`config.mk`:
```
export PLATFORM = sky130hd
export DESIGN_NAME = psr_path_select_regs
export DESIGN_NICKNAME = d
export VERILOG_FILES = /design/src/psr_pkg.sv /design/src/psr_path_select_regs.sv
export VERILOG_INCLUDE_DIRS = /design/src
export SDC_FILE = /design/constraint.sdc
export NUM_CORES = 1
export LEC_CHECK = 0
export ABC_CLOCK_PERIOD_IN_PS = 4200
export BUFFER_PORTS_ARGS = -buffer_cell sky130_fd_sc_hd__buf_4
export CORE_AREA = 3 3 102 153
export DETAILED_ROUTE_END_ITERATION = 6
export DIE_AREA = 0 0 105 156
export PLACE_DENSITY = 0.8
export SLEW_MARGIN = 10
export SYNTH_ARGS = -nofsm -noshare
export SYNTH_HDL_FRONTEND = slang
export SYNTH_SLANG_ARGS = --single-unit
```
`constraint.sdc`:
```
create_clock -name clk -period 4.2 [get_ports clk]
set_input_delay 0.84 -clock clk [delete_from_list [all_inputs] [get_ports clk]]
set_output_delay 0.84 -clock clk [all_outputs]
set_load 0.01 [all_outputs]
```
`src/psr_defs.svh`:
```
// Offsets, field positions, reset values and timing for the path select registers
`ifndef PSR_DEFS_SVH
`define PSR_DEFS_SVH

`define PSR_OFS_PATH_SEL 8'h00
`define PSR_OFS_TX_CTRL 8'h10
`define PSR_OFS_SEED_B6 8'ha0
`define PSR_OFS_SEED_B7 8'ha1
`define PSR_OFS_TP_CTRL0 8'ha2
`define PSR_OFS_TP_CTRL1 8'ha3
`define PSR_OFS_ERR_LO 8'ha4
`define PSR_OFS_ERR_HI 8'ha5
`define PSR_OFS_PMA_STAT 8'hc6
`define PSR_OFS_PMA_CTRL 8'hc7
`define PSR_OFS_LOOPBACK 8'he0
`define PSR_OFS_ST_CTRL0 8'he1
`define PSR_OFS_ST_CTRL1 8'he2
`define PSR_OFS_C1_B0 8'he3
`define PSR_OFS_C1_B1 8'he4
`define PSR_OFS_C1_MSB 8'he5
`define PSR_OFS_C2_B0 8'he6
`define PSR_OFS_C2_B1 8'he7
`define PSR_OFS_C2_MSB 8'he8
`define PSR_OFS_ST_STAT0 8'he9
`define PSR_OFS_ST_STAT1 8'hea
`define PSR_OFS_PHY_STAT 8'hfe

`define PSR_POS_RX_SEL 5
`define PSR_POS_RX_OVRD 4
`define PSR_POS_TX_SEL 1
`define PSR_POS_TX_OVRD 0
`define PSR_POS_PMFIFO_DIS 7
`define PSR_POS_BOND_MASK 6
`define PSR_POS_WIDE_BUS 5

`define PSR_MASK_PATH_SEL 8'h77
`define PSR_MASK_PHY_W1C 8'h0f
`define PSR_RST_BYTE 8'h00
`define PSR_RST_MODE 2'h0
`define PSR_SYNC_STAGES 3

`endif

```
`src/psr_pkg.sv`:
```
// Types shared by the path select register bank
package psr_pkg;

  typedef enum logic [1:0] {
    PSR_MODE_8B10B = 2'b00,
    PSR_MODE_64B66B = 2'b01,
    PSR_MODE_RSVD = 2'b10,
    PSR_MODE_PMA = 2'b11
  } psr_mode_t;

  typedef struct packed {
    logic valid;
    logic write;
    logic [7:0] offset;
    logic [7:0] wdata;
  } psr_cfg_req_t;

  typedef struct packed {
    logic valid;
    logic [7:0] rdata;
  } psr_cfg_rsp_t;

  typedef struct packed {
    psr_mode_t rxMode;
    psr_mode_t txMode;
    logic pmFifoDisable;
    logic bondMask;
    logic wideBus;
    logic bondMember;
  } psr_path_cfg_t;

endpackage

```
`src/psr_path_select_regs.sv`:
```
// Per-channel path select and control register bank on the local config bus
//
// Contract
// Rx source 11 raw, 01 64b66b, 00 8b10b
// Rx override picks field, else external select
// Tx source bits 2:1 decode likewise
// Tx override bit 0 picks field, else external
// Tx override uses the Tx source field
// Bit 7 set disables Tx phase FIFO
// Bond mask bit excludes channel from group
// Wide bus bit: 20-bit set, 10-bit clear
// Wide bus bit ignored in 64b66b mode
// Path select register resets to zero
// Error count read-only, low byte first
// Selftest constants three bytes, LSB lowest
// PHY status mixes read-only and W1C bits
`timescale 1ns/1ns
`include "psr_defs.svh"

module psr_path_select_regs import psr_pkg::*; (
  input wire logic clk,
  input wire logic sys_rst,
  input wire psr_cfg_req_t cfgReq,
  output psr_cfg_rsp_t cfgRsp,
  input wire logic [1:0] externalCodingSelect,
  input wire logic [1:0] txGroupingKind,
  input wire logic [15:0] testPatternCtrl,
  input wire logic [15:0] testErrorCount,
  input wire logic [7:0] pmaStatus,
  input wire logic [15:0] selftestStatus,
  input wire logic [3:0] phyEvent,
  input wire logic [3:0] phyLevel,
  output psr_path_cfg_t pathCfg,
  output logic [15:0] testSeedB,
  output logic [7:0] pmaControl,
  output logic [7:0] loopbackControl,
  output logic [15:0] selftestControl,
  output logic [23:0] selftestConst1,
  output logic [23:0] selftestConst2
);

  localparam int NRW = 14;
  localparam logic [7:0] RW_OFS [NRW] = '{
    `PSR_OFS_PATH_SEL, `PSR_OFS_TX_CTRL, `PSR_OFS_SEED_B6, `PSR_OFS_SEED_B7,
    `PSR_OFS_PMA_CTRL, `PSR_OFS_LOOPBACK, `PSR_OFS_ST_CTRL0, `PSR_OFS_ST_CTRL1,
    `PSR_OFS_C1_B0, `PSR_OFS_C1_B1, `PSR_OFS_C1_MSB,
    `PSR_OFS_C2_B0, `PSR_OFS_C2_B1, `PSR_OFS_C2_MSB
  };
  // Reserved bits of the path select register never store
  localparam logic [7:0] RW_MASK [NRW] = '{
    `PSR_MASK_PATH_SEL, 8'hff, 8'hff, 8'hff, 8'hff, 8'hff, 8'hff,
    8'hff, 8'hff, 8'hff, 8'hff, 8'hff, 8'hff, 8'hff
  };

  logic [7:0] rwByte_q [NRW];
  logic [NRW-1:0] rwHit;
  logic [3:0] phySticky_q;
  logic [1:0] extSync1_q;
  logic [1:0] extSync2_q;
  logic [1:0] extSync3_q;
  psr_mode_t extMode_q;
  psr_mode_t rxMode_d;
  psr_mode_t txMode_d;
  psr_cfg_rsp_t cfgRsp_q;
  psr_path_cfg_t pathCfg_q;
  logic [7:0] rdata_d;
  logic wrStrobe;
  logic phyW1c;

  wire logic [7:0] pathSel = rwByte_q[0];
  wire logic [7:0] txCtrl = rwByte_q[1];
  wire psr_mode_t rxField = psr_mode_t'(pathSel[`PSR_POS_RX_SEL +: 2]);
  wire psr_mode_t txField = psr_mode_t'(pathSel[`PSR_POS_TX_SEL +: 2]);

  assign wrStrobe = cfgReq.valid & cfgReq.write;
  assign phyW1c = wrStrobe & (cfgReq.offset == `PSR_OFS_PHY_STAT);

  // One byte register per writable offset
  genvar gi;
  generate
    for (gi = 0; gi < NRW; gi++) begin : gRw
      assign rwHit[gi] = wrStrobe & (cfgReq.offset == RW_OFS[gi]);
      always_ff @(posedge clk) begin
        if (sys_rst) begin
          rwByte_q[gi] <= `PSR_RST_BYTE;
        end else if (rwHit[gi]) begin
          rwByte_q[gi] <= cfgReq.wdata & RW_MASK[gi];
        end
      end
    end
  endgenerate

  // Sticky PHY events; an event in the clearing cycle survives
  always_ff @(posedge clk) begin
    if (sys_rst) begin
      phySticky_q <= 4'h0;
    end else begin
      phySticky_q <= (phySticky_q & ~({4{phyW1c}} & cfgReq.wdata[3:0])) | phyEvent;
    end
  end

  // The external select is a pin; accept it only once two stages agree
  always_ff @(posedge clk) begin
    if (sys_rst) begin
      extSync1_q <= `PSR_RST_MODE;
      extSync2_q <= `PSR_RST_MODE;
      extSync3_q <= `PSR_RST_MODE;
      extMode_q <= PSR_MODE_8B10B;
    end else begin
      extSync1_q <= externalCodingSelect;
      extSync2_q <= extSync1_q;
      extSync3_q <= extSync2_q;
      if (extSync2_q == extSync3_q) begin
        extMode_q <= psr_mode_t'(extSync3_q);
      end
    end
  end

  // A reserved code holds the mode in force rather than guess a path
  always_comb begin
    rxMode_d = pathCfg_q.rxMode;
    txMode_d = pathCfg_q.txMode;
    if (pathSel[`PSR_POS_RX_OVRD]) begin
      if (rxField != PSR_MODE_RSVD) begin
        rxMode_d = rxField;
      end
    end else if (extMode_q != PSR_MODE_RSVD) begin
      rxMode_d = extMode_q;
    end
    if (pathSel[`PSR_POS_TX_OVRD]) begin
      if (txField != PSR_MODE_RSVD) begin
        txMode_d = txField;
      end
    end else if (extMode_q != PSR_MODE_RSVD) begin
      txMode_d = extMode_q;
    end
  end

  always_ff @(posedge clk) begin
    if (sys_rst) begin
      pathCfg_q <= '0;
    end else begin
      pathCfg_q.rxMode <= rxMode_d;
      pathCfg_q.txMode <= txMode_d;
      pathCfg_q.pmFifoDisable <= txCtrl[`PSR_POS_PMFIFO_DIS];
      pathCfg_q.bondMask <= txCtrl[`PSR_POS_BOND_MASK];
      pathCfg_q.bondMember <= ~txCtrl[`PSR_POS_BOND_MASK] & (|txGroupingKind);
      pathCfg_q.wideBus <= txCtrl[`PSR_POS_WIDE_BUS] & (txMode_d != PSR_MODE_64B66B);
    end
  end

  always_comb begin
    rdata_d = 8'h00;
    for (int i = 0; i < NRW; i++) begin
      if (cfgReq.offset == RW_OFS[i]) begin
        rdata_d = rwByte_q[i];
      end
    end
    case (cfgReq.offset)
      `PSR_OFS_TP_CTRL0: rdata_d = testPatternCtrl[7:0];
      `PSR_OFS_TP_CTRL1: rdata_d = testPatternCtrl[15:8];
      `PSR_OFS_ERR_LO: rdata_d = testErrorCount[7:0];
      `PSR_OFS_ERR_HI: rdata_d = testErrorCount[15:8];
      `PSR_OFS_PMA_STAT: rdata_d = pmaStatus;
      `PSR_OFS_ST_STAT0: rdata_d = selftestStatus[7:0];
      `PSR_OFS_ST_STAT1: rdata_d = selftestStatus[15:8];
      `PSR_OFS_PHY_STAT: rdata_d = {phyLevel, phySticky_q};
      default: ;
    endcase
  end

  // Read data one cycle after the request; unmapped offsets read zero
  always_ff @(posedge clk) begin
    if (sys_rst) begin
      cfgRsp_q <= '0;
    end else begin
      cfgRsp_q.valid <= cfgReq.valid & ~cfgReq.write;
      cfgRsp_q.rdata <= (cfgReq.valid & ~cfgReq.write) ? rdata_d : 8'h00;
    end
  end

  assign cfgRsp = cfgRsp_q;
  assign pathCfg = pathCfg_q;
  assign testSeedB = {rwByte_q[3], rwByte_q[2]};
  assign pmaControl = rwByte_q[4];
  assign loopbackControl = rwByte_q[5];
  assign selftestControl = {rwByte_q[7], rwByte_q[6]};
  assign selftestConst1 = {rwByte_q[10], rwByte_q[9], rwByte_q[8]};
  assign selftestConst2 = {rwByte_q[13], rwByte_q[12], rwByte_q[11]};
endmodule

```
-- Yosys cells after proc, flatten, opt, wreduce, memory -nomap -nowiden
Memories as Yosys holds them, arrays and structs flattened.
Index checks and enable logic that the tools add are counted.
- bits in registers: 29
- memory bits (writable): 112
- bits of input ports: 88
- word-level logic and storage cells: 165
- memories kept: 1
- memory list (memory ; words ; width ; rd ports ; clocked after Yosys merged registers in ; write ports ; RTL line ; text):
    rwByte_q ; 14 ; 8 ; 14 ; 0 ; 14 ; psr_path_select_regs.sv:55 ; logic [7:0] rwByte_q [NRW];
- eq/ne operators: 27
- multiplexer cells: 79
- bitwise gates (word level): 40
- reductions and logical operators: 5
- operators by type and width (cell ; number):
    8-bit two-way mux ; 28
    8-bit == test (second input constant) ; 20
    8-bit case mux with 8 select lines ; 1
    1-bit two-way mux ; 44
    1-bit AND ; 19
    1-bit OR ; 14
    2-bit two-way mux ; 6
    4-bit AND ; 2
    8-bit by 5-bit == test with 1-bit output (second input constant) ; 1
    8-bit logical NOT ; 1
    2-bit != test (second input constant) ; 3
    2-bit by 1-bit != test with 1-bit output (second input constant) ; 2
    4-bit NOT ; 1
    4-bit OR ; 1
    2-bit OR reduction ; 2
    1-bit NOT ; 3
    2-bit == test ; 1
    2-bit AND reduction ; 1
    2-bit nonzero test ; 1

-- Logic depth before layout (Yosys ltp)
Gate-level depths: netlist of the first run.
- word-level depth: 16
- mapped depth: 9

-- Least setup slack after synthesis of the first run
Ideal clock, no wire load.
- kind: input to register
- start point: input cfgReq[8] (netlist bit)
- end point: memory rwByte_q[2][0], in the netlist rwByte_q[0][16] (enable)
- setup time: 398 ps
- arrival: 2532 ps
- slack: 1270 ps
- stages: 3
- path buffers: 1
- path through: or4_1 > clkbuf_1 > o41ai_1
- RTL lines (element ; RTL line ; text):
    from (decl) ; psr_path_select_regs.sv:23 ; input wire psr_cfg_req_t cfgReq,
    to (decl) ; psr_path_select_regs.sv:55 ;

==> flow_metrics.py, run 1 <==
metrics = {
    "cts": {
        "clk_pin_slew_ns": 0.07,
        "clock_path_buffers": 2,
        "cts_hold_buf": 0,
        "cts_tree": "built",
        "cts_root_buf": "clkbuf_16",
        "cts_resized": 0,
        "clk_latency_ns": 0.42,
        "htreeDepth": 4,
        "clock-sinks": 139,
        "cts_buffers": 17,
        "postCtsSetupBuffers": 0,
    },
    "setup_path": {
        "r2r_end": "cfgRsp[3]$_SDFF_PP0_",
        "critPathLaunchType": "input port",
        "r2r_start": "rwByte_q[1][3]$_SDFFCE_PN0P_",
        "timing.critical_path.from": "cfgReq[8]",
        "worst-path-max-fanout": 29,
        "worstPathRequired_ns": 4.25,
        "path_class": "input port to flip-flop",
        "rr_worst_depth": 6,
        "cp-endpoint": "rwByte_q[0][2]$_SDFFCE_PN0P_",
        "crit_arrival_ns": 2.90,
        "r2r_slack_ns": 2.18,
        "end_kind": "flip-flop",
    },
    "floorplanning": {
        "ios": 201,
        "dieHeight_um": 156,
        "start_util_pct": 53.4,
        "dieArea_um2": 16400,
        "die_width_um": 105,
        "fp-row-count": 54,
        "core_area_um2": 14500,
    },
    "logic_synthesis": {
        "syn-cell-area_um2": 7720,
        "ys_seq_area_share_pct": 50.3,
        "synth_edf_count": 110,
        "synth_largest_area_cell": "edfxtp_1",
        "yosysWarnings": 0,
        "synth_top_area_share_pct": 42.8,
        "ys_ff_latch": 139,
        "syn-num-nets": 821,
        "syn_inst": 733,
        "yosys-top-cells-area": "edfxtp_1 (43%), and2_1 (9.4%), dfxtp_1 (7.5%), buf_4 (5.0%), nand2_1 (2.2%)",
        "synth.distinct_cells": 73,
        "synth_ff_type": "edfxtp_1",
        "synthArstFlopShare_pct": 0,
        "synth_area_per_cell_um2": 10.5,
    },
    "route": {
        "drt_iter0_markers": 624,
        "dr.pass1.iters": 6,
        "vias": 6768,
        "wl_per_cell_um": 26.0,
        "routed_wl_um": 28400,
        "vias_per_cell": 6.19,
        "ant_nets": 0,
        "drc": 0,
    },
    "global_route": {
        "grt_pass1_wl_um": 41900,
        "gr-total-overflow": 0,
        "grt_pass1_vias": 6844,
        "grtUsageTotal_pct": 34.5,
        "grt_max_degree": 31,
        "antenna_found_initial": 0,
    },
    "final_layout": {
        "drive_gt1_share_pct": 30.9,
        "final_cell_mix": "buf_4 (223), and2_1 (116), edfxtp_1 (110)",
        "layout_commonest_cell": "buf_4",
        "nets": 972,
        "final_core_util_pct": 66.6,
        "instances_no_fill": 1093,
        "antennaDiodeCount": 0,
        "syn_to_final_growth_pct": 24.7,
    },
    "sta": {
        "slew_headroom_pct": 35.8,
        "skew_ns": 0.00888,
        "holdWs_ns": 0.462,
        "worstMarginPinSlew_ns": 0.955,
        "min_period_ns": 2.85,
        "finalMaxSlewViolations": 0,
        "finalHoldViolations": 0,
        "max_freq_mhz": 351,
        "finalSetupTns_ns": 0,
        "fin_crit_sh_pct": 67.9,
        "fin_ws_ns": 1.35,
        "report.final.setup_viol": 0,
        "rsz0062_at_grt": "no",
    },
    "place": {
        "place_congestion": 0.992,
        "hpwl_um": 21500,
        "post-place-ws_ns": 0.931,
        "numPortBuffers": 200,
        "dpl.cell_count": 1061,
    },
    "min_path": {
        "hold_class": "flip-flop to flip-flop",
    },
    "power_and_ir_drop": {
        "p_leak_uw": 0.00376,
        "ir_worst_vdd_mv": 0.301,
        "p_per_area_nw_per_um2": 360,
    },
    "job": {
        "max-cap-violations": 0,
    },
    "outcome": {
        "status": "completed",
    },
}
-- worst min path at each step --
stage | start | end | slack, ns | depth (start not counted)
2_1_floorplan | extSync1_q[0]$_SDFF_PP0_ | extSync2_q[0]$_SDFF_PP0_ | 0.41 | 1
3_3_place_gp | extSync1_q[0]$_SDFF_PP0_ | extSync2_q[0]$_SDFF_PP0_ | 0.43 | 1
3_5_place_dp | extSync1_q[1]$_SDFF_PP0_ | extSync2_q[1]$_SDFF_PP0_ | 0.45 | 1
4_1_cts | extSync1_q[1]$_SDFF_PP0_ | extSync2_q[1]$_SDFF_PP0_ | 0.46 | 1
5_1_grt | extSync1_q[1]$_SDFF_PP0_ | extSync2_q[1]$_SDFF_PP0_ | 0.48 | 1
6_report | extSync1_q[1]$_SDFF_PP0_ | extSync2_q[1]$_SDFF_PP0_ | 0.46 | 1
-- state kept, by name, indices dropped and copies added (netlist names) --
name,count
cfgRsp,9
extMode_q,2
extSync1_q,2
extSync2_q,2
extSync3_q,2
pathCfg,8
phySticky_q,4
rwByte_q,110
-- critical path, stage by stage --
cell     delay (ns)
buf_4          0.22
or4_1          0.72
nor3_2         0.37
nand2_1        0.13
o21ai_0        0.59
-- through the flow --
step                      cell area, µm²  total power (µW)
after floorplan                     7720              1820
final                               9620              3470
after CTS                           9620              3470
after global placement              9060              2040
after detailed placement            9060              2040
after global routing                9620              3560
-- layout make-up --
type / instances / area, µm²
well taps: 196 / 245
fillers: 1193 / 4840
inverters: 4 / 15.0
multi-input cells: 499 / 3240
flip-flops and latches: 139 / 3880
clock inverters: 13 / 134
clock buffers: 19 / 433
repair buffers: 223 / 1670
-- synth_stat cells, types with 3 or more instances --
cell	instances
a21o_1	6
a21oi_1	30
a221o_1	4
a221oi_1	6
a222oi_1	3
a22o_1	9
a22oi_1	12
a31oi_1	9
a32oi_1	3
and2_1	116
and3_1	6
and3b_1	4
buf_1	3
buf_2	15
buf_4	51
buf_6	4
clkbuf_1	18
dfxtp_1	29
edfxtp_1	110
mux2_2	8
mux2i_1	14
nand2_1	45
nand2b_1	9
nand3_1	17
nand4_1	6
nor2_1	42
nor2b_1	15
nor3_1	19
nor3_2	3
nor4_1	4
o211ai_1	5
o21a_1	4
o21ai_0	25
o221ai_1	6
o22ai_1	12
o2bb2ai_1	3
o31ai_1	7
or3_1	3
-- power breakdown --
| group | switching [µW] | total, µW | internal, µW |
|---|---|---|---|
| registers | 65.6 | 1610 | 1550 |
| logic | 225 | 408 | 183 |
| clock network | 616 | 1440 | 828 |
-- kinds of logic after synthesis --
logic type      Yosys count  synth area share (%)
mux                      23                  3.27
buf+inv                  95                  7.73
compound gates          168                  15.7
xor+xnor                  2                 0.227
flops                   139                  50.3
simple gates            306                  22.7
-- routing by layer --
layer,vias up,part of all wire [%],global-route usage [%]
met4,0,8.0,24.9
met5,-,0,0
li1,2982,-,-
met1,3236,35,38.4
met2,430,50,59.3
met3,120,7.3,6.17
No activity file was read; power rests on OpenSTA's default activity.
==> inputs of run 2 (changes only) <==
--- a/config.mk
+++ b/config.mk
@@ -6,12 +6,13 @@
 export SDC_FILE = /design/constraint.sdc
 export NUM_CORES = 1
 export LEC_CHECK = 0
-export ABC_CLOCK_PERIOD_IN_PS = 4200
+export ABC_AREA = 1
+export ABC_CLOCK_PERIOD_IN_PS = 2600
 export BUFFER_PORTS_ARGS = -buffer_cell sky130_fd_sc_hd__buf_4
-export CORE_AREA = 3 3 102 153
+export CORE_AREA = 3 3 104 155
 export DETAILED_ROUTE_END_ITERATION = 6
-export DIE_AREA = 0 0 105 156
-export PLACE_DENSITY = 0.8
+export DIE_AREA = 0 0 107 158
+export PLACE_DENSITY = 0.76
 export SLEW_MARGIN = 10
 export SYNTH_ARGS = -nofsm -noshare
 export SYNTH_HDL_FRONTEND = slang
==> constraint.sdc (replaced) <==
create_clock -name clk -period 2.6 [get_ports clk]
set_input_delay 0.52 -clock clk [delete_from_list [all_inputs] [get_ports clk]]
set_output_delay 0.52 -clock clk [all_outputs]
set_load 0.01 [all_outputs]
==> run 2 against run 1 <==
  * Final cell count is 9.4% higher
  * Clock power is 50% higher
  * Sequential power grew 61%
  * Via count decreased by 5.2%
  * Count of clock-buffer cells in the layout stayed put
  * Non-clock buffer count fell by 6
  * Global-route usage shrank 7.3 points
  * Area after synthesis is 8.3% lower
  * Sequential share of layout area increased by 2.7 points
  * Utilization down 5.5 points
  * Largest power group unchanged
  * Register-to-register slack worse by 1.2 ns
==> flow_metrics.py, run 2 <==
metrics = {
    "final_layout": {
        "antennaDiodeCount": 0,
        "largest_reg_flops": 110,
        "nets": 1075,
        "layout_commonest_cell": "buf_4",
        "drive_gt1_share_pct": 29.6,
        "final-seq-area_um2": 3880,
        "syn_to_final_growth_pct": 27.6,
        "largest-register": "rwByte_q",
        "final_core_util_pct": 61.0,
        "multiInputGateArea_um2": 2390,
        "final_cell_mix": "buf_4 (216), nor2_1 (177), nand2_1 (170)",
        "nFillCells": 1282,
    },
    "setup_path": {
        "path_class": "input port to flip-flop",
        "slowest_delay_ns": 0.24,
        "worst-path-max-fanout": 12,
        "crit_slowest_cell": "nand2_2",
        "crit_family": "simple AND/OR/NAND/NOR gates",
        "critPathLaunchType": "input port",
        "crit_arrival_ns": 2.33,
        "worstPathRequired_ns": 2.90,
        "end_kind": "flip-flop",
        "crit_buf_inv": 4,
        "cp_cell_sequence": "buf_4 -> nand2_1 -> inv_2 -> nand2_4 -> inv_2 -> nand2_2 -> nand2_1 -> inv_1 -> nand4_1 -> nand2_1 -> nand3_1 -> nand2_1 -> nand4_1 -> nor2_1 -> nor2_1",
        "crit_top_cell": "nand2_1",
    },
    "logic_synthesis": {
        "yosysMostFrequentCell": "nor2_1",
        "yosysWarnings": 0,
        "synth_top_area_share_pct": 46.7,
        "synth_largest_area_cell": "edfxtp_1",
        "synthSimpleGateAreaFrac_pct": 28.9,
        "synth-compound-area-share_pct": 4.81,
        "syn-num-nets": 907,
        "synth_area_per_cell_um2": 8.64,
        "yosys-mux-area-fraction_pct": 0,
        "synthArstFlopShare_pct": 0,
        "synth.distinct_cells": 37,
        "ys_seq_area_share_pct": 54.9,
        "yosys-top-cells-area": "edfxtp_1 (47%), nor2_1 (9.4%), nand2_1 (9.0%), dfxtp_1 (8.2%), buf_4 (5.1%)",
        "synth-xor-area-share_pct": 0.124,
        "synth_top_family_by_area": "simple AND/OR/NAND/NOR gates",
        "synth_adder_area_share_pct": 0,
        "synth_edf_count": 110,
        "syn-cell-area_um2": 7070,
        "ys_ff_latch": 139,
        "synthTopCellsByCount": "nor2_1 (177), nand2_1 (170), edfxtp_1 (110), inv_1 (73), nand3_1 (51)",
        "syn_inst": 819,
        "synth_ff_type": "edfxtp_1",
    },
    "sta": {
        "slew_headroom_pct": 47.8,
        "skew_ns": 0.00949,
        "rsz0062_at_grt": "no",
        "worstMarginPinSlew_ns": 0.777,
        "finalHoldViolations": 0,
        "report.final.setup_viol": 0,
        "finalMaxSlewViolations": 0,
        "fin_ws_ns": 0.571,
        "max_freq_mhz": 493,
        "finalSetupTns_ns": 0,
        "fin_crit_sh_pct": 78.0,
        "min_period_ns": 2.03,
    },
    "cts": {
        "cts_hold_buf": 0,
        "clk_latency_ns": 0.42,
        "cts_resized": 0,
        "clock-sinks": 139,
        "htreeDepth": 4,
        "cts_root_buf": "clkbuf_16",
        "cts_buffers": 17,
        "postCtsSetupBuffers": 0,
        "clock_path_buffers": 2,
        "cts_tree": "built",
        "clk_pin_slew_ns": 0.06,
    },
    "floorplanning": {
        "die_width_um": 107,
        "start_util_pct": 47.8,
        "ios": 201,
        "dieArea_um2": 16900,
        "fp-row-count": 54,
        "core_area_um2": 14800,
        "dieHeight_um": 158,
    },
    "job": {
        "max-cap-violations": 0,
    },
    "power_and_ir_drop": {
        "ir_worst_vdd_mv": 0.383,
        "p_leak_uw": 0.00400,
        "p_per_area_nw_per_um2": 584,
    },
    "route": {
        "ant_nets": 0,
        "vias_per_cell": 5.36,
        "routed_wl_um": 23300,
        "drt_iter0_markers": 601,
        "drc": 0,
        "wl_per_cell_um": 19.5,
        "dr.pass1.iters": 5,
        "vias": 6414,
    },
    "place": {
        "numPortBuffers": 200,
        "hpwl_um": 17400,
        "post-place-ws_ns": 0.217,
        "place_congestion": 1.02,
    },
    "global_route": {
        "antenna_found_initial": 0,
        "grtUsageTotal_pct": 27.2,
        "grt_max_degree": 30,
        "gr-total-overflow": 0,
        "grt_pass1_wl_um": 34000,
        "grt_pass1_vias": 6316,
    },
    "min_path": {
        "hold_class": "input port to flip-flop",
    },
    "outcome": {
        "status": "completed",
    },
}
-- run 2: changes by cell type after synthesis, moves of 11 or more --
| cell | previous run | this run |
|---|---|---|
| nor2_1 | 42 | 177 |
| nand4_1 | 6 | 30 |
| mux2i_1 | 14 | 0 |
| nand3_1 | 17 | 51 |
| o22ai_1 | 12 | 1 |
| nor2b_1 | 15 | 0 |
| buf_2 | 15 | 3 |
| nand2_1 | 45 | 170 |
| and2_1 | 116 | 0 |
| nor3_1 | 19 | 3 |
| a22oi_1 | 12 | 0 |
| inv_2 | 0 | 17 |
| inv_1 | 2 | 73 |
-- run 2: metal layers --
metal	track usage, %	vias to the layer above	wire [µm]
li1	-	2978	-
met1	29.8	2958	8050
met2	49.1	408	12100
met3	5.71	70	2010
met4	14.7	0	1070
met5	0	-	0
-- run 2: cell type report --
type / instances / share of cell area (%)
clock inverter: 13 / 0.984
multi-input combinational: 521 / 26.5
tap: 196 / 2.72
clock buffer: 19 / 4.79
timing repair buffer: 217 / 18.2
sequential: 139 / 43.0
inverter: 91 / 3.78
-- run 2: final timing paths --
kind                                                 end  depth (start not counted)                    startpoint  slack, ns
worst max-delay path                cfgRsp[7]$_SDFF_PP0_                         15                    cfgReq[15]       0.57
worst min-delay path            extSync1_q[1]$_SDFF_PP0_                          3       externalCodingSelect[1]       0.30
worst max register to register      cfgRsp[4]$_SDFF_PP0_                         10  rwByte_q[0][4]$_SDFFCE_PN0P_       0.96
worst min register to register  extSync2_q[0]$_SDFF_PP0_                          2      extSync1_q[0]$_SDFF_PP0_       0.40
-- run 2: stage by stage --
stage | instance area [µm²] | power, µW | std cells | hold slack (ns)
floorplan | 7070 | 2830 | 819 | 0.388
global placement | 8510 | 3140 | 1164 | 0.391
detailed placement | 8510 | 3140 | 1164 | 0.396
CTS | 9030 | 5280 | 1196 | 0.297
global route | 9030 | 5420 | 1196 | 0.300
finish | 9030 | 5270 | 1196 | 0.301
-- run 2: worst min-delay path, stage by stage --
cell and delay [ns]:
buf_4 0.07, inv_1 0.03, nor2_1 0.06
-- run 2: power by group --
| group | internal, µW | total, µW | switching (µW) |
|---|---|---|---|
| Combinational | 231 | 519 | 288 |
| Clock | 1220 | 2160 | 939 |
| Sequential | 2500 | 2590 | 84.5 |
-- run 2: cell families (layout without fill, tap and decap cells) --
| kind of cell | after synthesis | count (layout) |
|---|---|---|
| DFF | 139 | 139 |
| and+or+nand+nor | 464 | 464 |
| AOI/OAI and AO/OA | 56 | 56 |
| buffers and inverters | 159 | 340 |
| xor gates and xnor gates | 1 | 1 |
==> inputs of run 3 (changes only) <==
--- a/config.mk
+++ b/config.mk
@@ -7,7 +7,7 @@
 export NUM_CORES = 1
 export LEC_CHECK = 0
 export ABC_AREA = 1
-export ABC_CLOCK_PERIOD_IN_PS = 2600
+export ABC_CLOCK_PERIOD_IN_PS = 1700
 export BUFFER_PORTS_ARGS = -buffer_cell sky130_fd_sc_hd__buf_4
 export CORE_AREA = 3 3 104 155
 export DETAILED_ROUTE_END_ITERATION = 6
==> constraint.sdc (replaced) <==
create_clock -name clk -period 1.7 [get_ports clk]
set_input_delay 0.34 -clock clk [delete_from_list [all_inputs] [get_ports clk]]
set_output_delay 0.34 -clock clk [all_outputs]
set_load 0.01 [all_outputs]
==> run 3 against run 2 <==
  * The flow now finishes with violations (design-rule violations)
  * Hold slack worse by 0.17 ns
  * Sequential cell count unchanged
  * Total power up 65%
  * Via count up 9.2%
  * Critical endpoint is now cfgRsp[2]$_SDFF_PP0_
  * Combinational power up 80%
  * Die area unchanged
  * Non-clock buffer count up 88
  * Clock power up 76%
  * First-iteration DRC count up 29%
  * Sequential share of layout area down 4.2 points
  * Highest routed layer unchanged
  * Worst setup slack worse by 0.53 ns
  * Global-route usage up 2.0 points
==> flow_metrics.py, run 3 (synthesis results as in run 2) <==
metrics = {
    "sta": {
        "worstMarginPinSlew_ns": 0.425,
        "finalHoldViolations": 0,
        "skew_ns": 0.0116,
        "finalMaxSlewViolations": 0,
        "rsz0062_at_grt": "yes",
        "slew_headroom_pct": 71.6,
        "fin_crit_sh_pct": 97.5,
        "max_freq_mhz": 604,
        "finalSetupTns_ns": 0,
        "report.final.setup_viol": 0,
        "fin_ws_ns": 0.0431,
        "min_period_ns": 1.66,
        "holdWs_ns": 0.130,
    },
    "cts": {
        "clk_latency_ns": 0.42,
        "clock-sinks": 139,
        "clk_pin_slew_ns": 0.06,
        "clock_path_buffers": 2,
        "cts_root_buf": "clkbuf_16",
        "cts_tree": "built",
        "htreeDepth": 4,
        "cts_buffers": 17,
    },
    "final_layout": {
        "largest-register": "rwByte_q",
        "drive_gt1_share_pct": 37.6,
        "antennaDiodeCount": 0,
        "final_cell_mix": "buf_4 (297), nor2_1 (172), nand2_1 (163)",
        "nFillCells": 1143,
        "largest_reg_flops": 110,
        "nets": 1163,
        "final_core_util_pct": 67.7,
        "syn_to_final_growth_pct": 41.6,
        "layout_commonest_cell": "buf_4",
    },
    "global_route": {
        "grt_pass1_wl_um": 36700,
        "grt_max_degree": 30,
        "grt_pass1_vias": 6938,
        "grtUsageTotal_pct": 29.2,
        "gr-total-overflow": 0,
        "antenna_found_initial": 0,
    },
    "route": {
        "drt_iter0_markers": 775,
        "dr.pass1.iters": 7,
        "vias_per_cell": 5.45,
        "ant_nets": 0,
        "wl_per_cell_um": 20.0,
        "vias": 7001,
        "routed_wl_um": 25700,
        "drc": 12,
    },
    "place": {
        "place_congestion": 0.963,
        "hpwl_um": 19500,
        "post-place-ws_ns": -0.461,
        "numPortBuffers": 200,
    },
    "power_and_ir_drop": {
        "p_leak_uw": 0.00454,
        "power.total_uw": 8700,
        "p_per_area_nw_per_um2": 869,
        "ir_worst_vdd_mv": 0.668,
    },
    "setup_path": {
        "critPathLaunchType": "input port",
        "crit_arrival_ns": 1.96,
        "crit_slowest_cell": "nor2_2",
        "slowest_delay_ns": 0.17,
        "worst-path-max-fanout": 7,
        "path_class": "input port to flip-flop",
        "end_kind": "flip-flop",
        "worstPathRequired_ns": 2.00,
        "cp_cell_sequence": "buf_4 -> inv_1 -> buf_4 -> nor2_4 -> nand2_4 -> nor2_4 -> buf_4 -> a21oi_1 -> nand4_1 -> nand2_2 -> nand4_1 -> nor2_2 -> nand4_1 -> nor2_1 -> nor2_1",
    },
    "floorplanning": {
        "core_area_um2": 14800,
        "start_util_pct": 47.8,
        "dieArea_um2": 16900,
        "fp-row-count": 54,
        "dieHeight_um": 158,
        "ios": 201,
        "die_width_um": 107,
    },
    "outcome": {
        "status": "complete, but fails checks",
        "violations": "design-rule violations",
    },
    "job": {
        "max-cap-violations": 0,
    },
    "min_path": {
        "hold_class": "input port to flip-flop",
    },
}
-- run 3: changes by cell type in the layout (fill, tap and decap cells not counted), sizes merged --
cell | previous run | this run
buf | 217 | 305
inv | 98 | 92
clkinvlp | 0 | 4
bufinv | 0 | 2
clkbuf | 19 | 21
clkinv | 6 | 4
-- run 3: path summary, 6_finish.rpt --
kind / startpoint / to / slack, ns / depth (start not counted)
min: externalCodingSelect[1] / extSync1_q[1]$_SDFF_PP0_ / 0.13 / 3
max: cfgReq[13] / cfgRsp[2]$_SDFF_PP0_ / 0.04 / 15
min reg2reg: extSync1_q[1]$_SDFF_PP0_ / extSync2_q[1]$_SDFF_PP0_ / 0.40 / 2
max reg2reg: rwByte_q[0][18]$_SDFFCE_PN0P_ / cfgRsp[2]$_SDFF_PP0_ / 0.16 / 10
-- run 3: report_power, final --
group          internal, µW  total [µW]  switching [µW]
clock network          2380        3810            1430
registers              3830        3960             138
logic                   447         932             485
total                  6650        8700            2050
-- run 3: layout make-up --
| cell class | count | area (µm²) | area share, % |
|---|---|---|---|
| multi-input combinational | 521 | 2530 | 25.3 |
| clock inverter | 11 | 130 | 1.30 |
| tap | 196 | 245 | 2.45 |
| inverter | 91 | 352 | 3.51 |
| sequential | 139 | 3880 | 38.8 |
| clock buffer | 21 | 492 | 4.91 |
| timing repair buffer | 305 | 2380 | 23.8 |
-- run 3: per-stage QoR --
stage / cells / cell area [µm²]
CTS: 1279 / 9850
floorplan: 819 / 7100
global placement: 1244 / 9210
detailed placement: 1244 / 9210
finish: 1284 / 10000
global route: 1284 / 10000
-- run 3: critical path: cells and delay by family --
family,cells,cell delay [ns]
compound gates,1,0.14
buf+inv,4,0.45
simple gates,10,1.03
-- run 3: metal layers --
layer / up-vias / global-route usage (%) / share of wire, %
li1: 3155 / - / -
met1: 3216 / 28.5 / 31
met2: 498 / 53.2 / 52
met3: 132 / 7.38 / 9.9
met4: 0 / 21.1 / 7.3
met5: - / 0 / 0
-- run 3: timing repair --
item	4_1_cts	5_1_grt
endpoints found under the setup margin	1	8
endpoints found under the hold margin	0	0
hold buffers	0	0
resized for setup	1	36
setup buffers	3	5
pin swaps	1	14
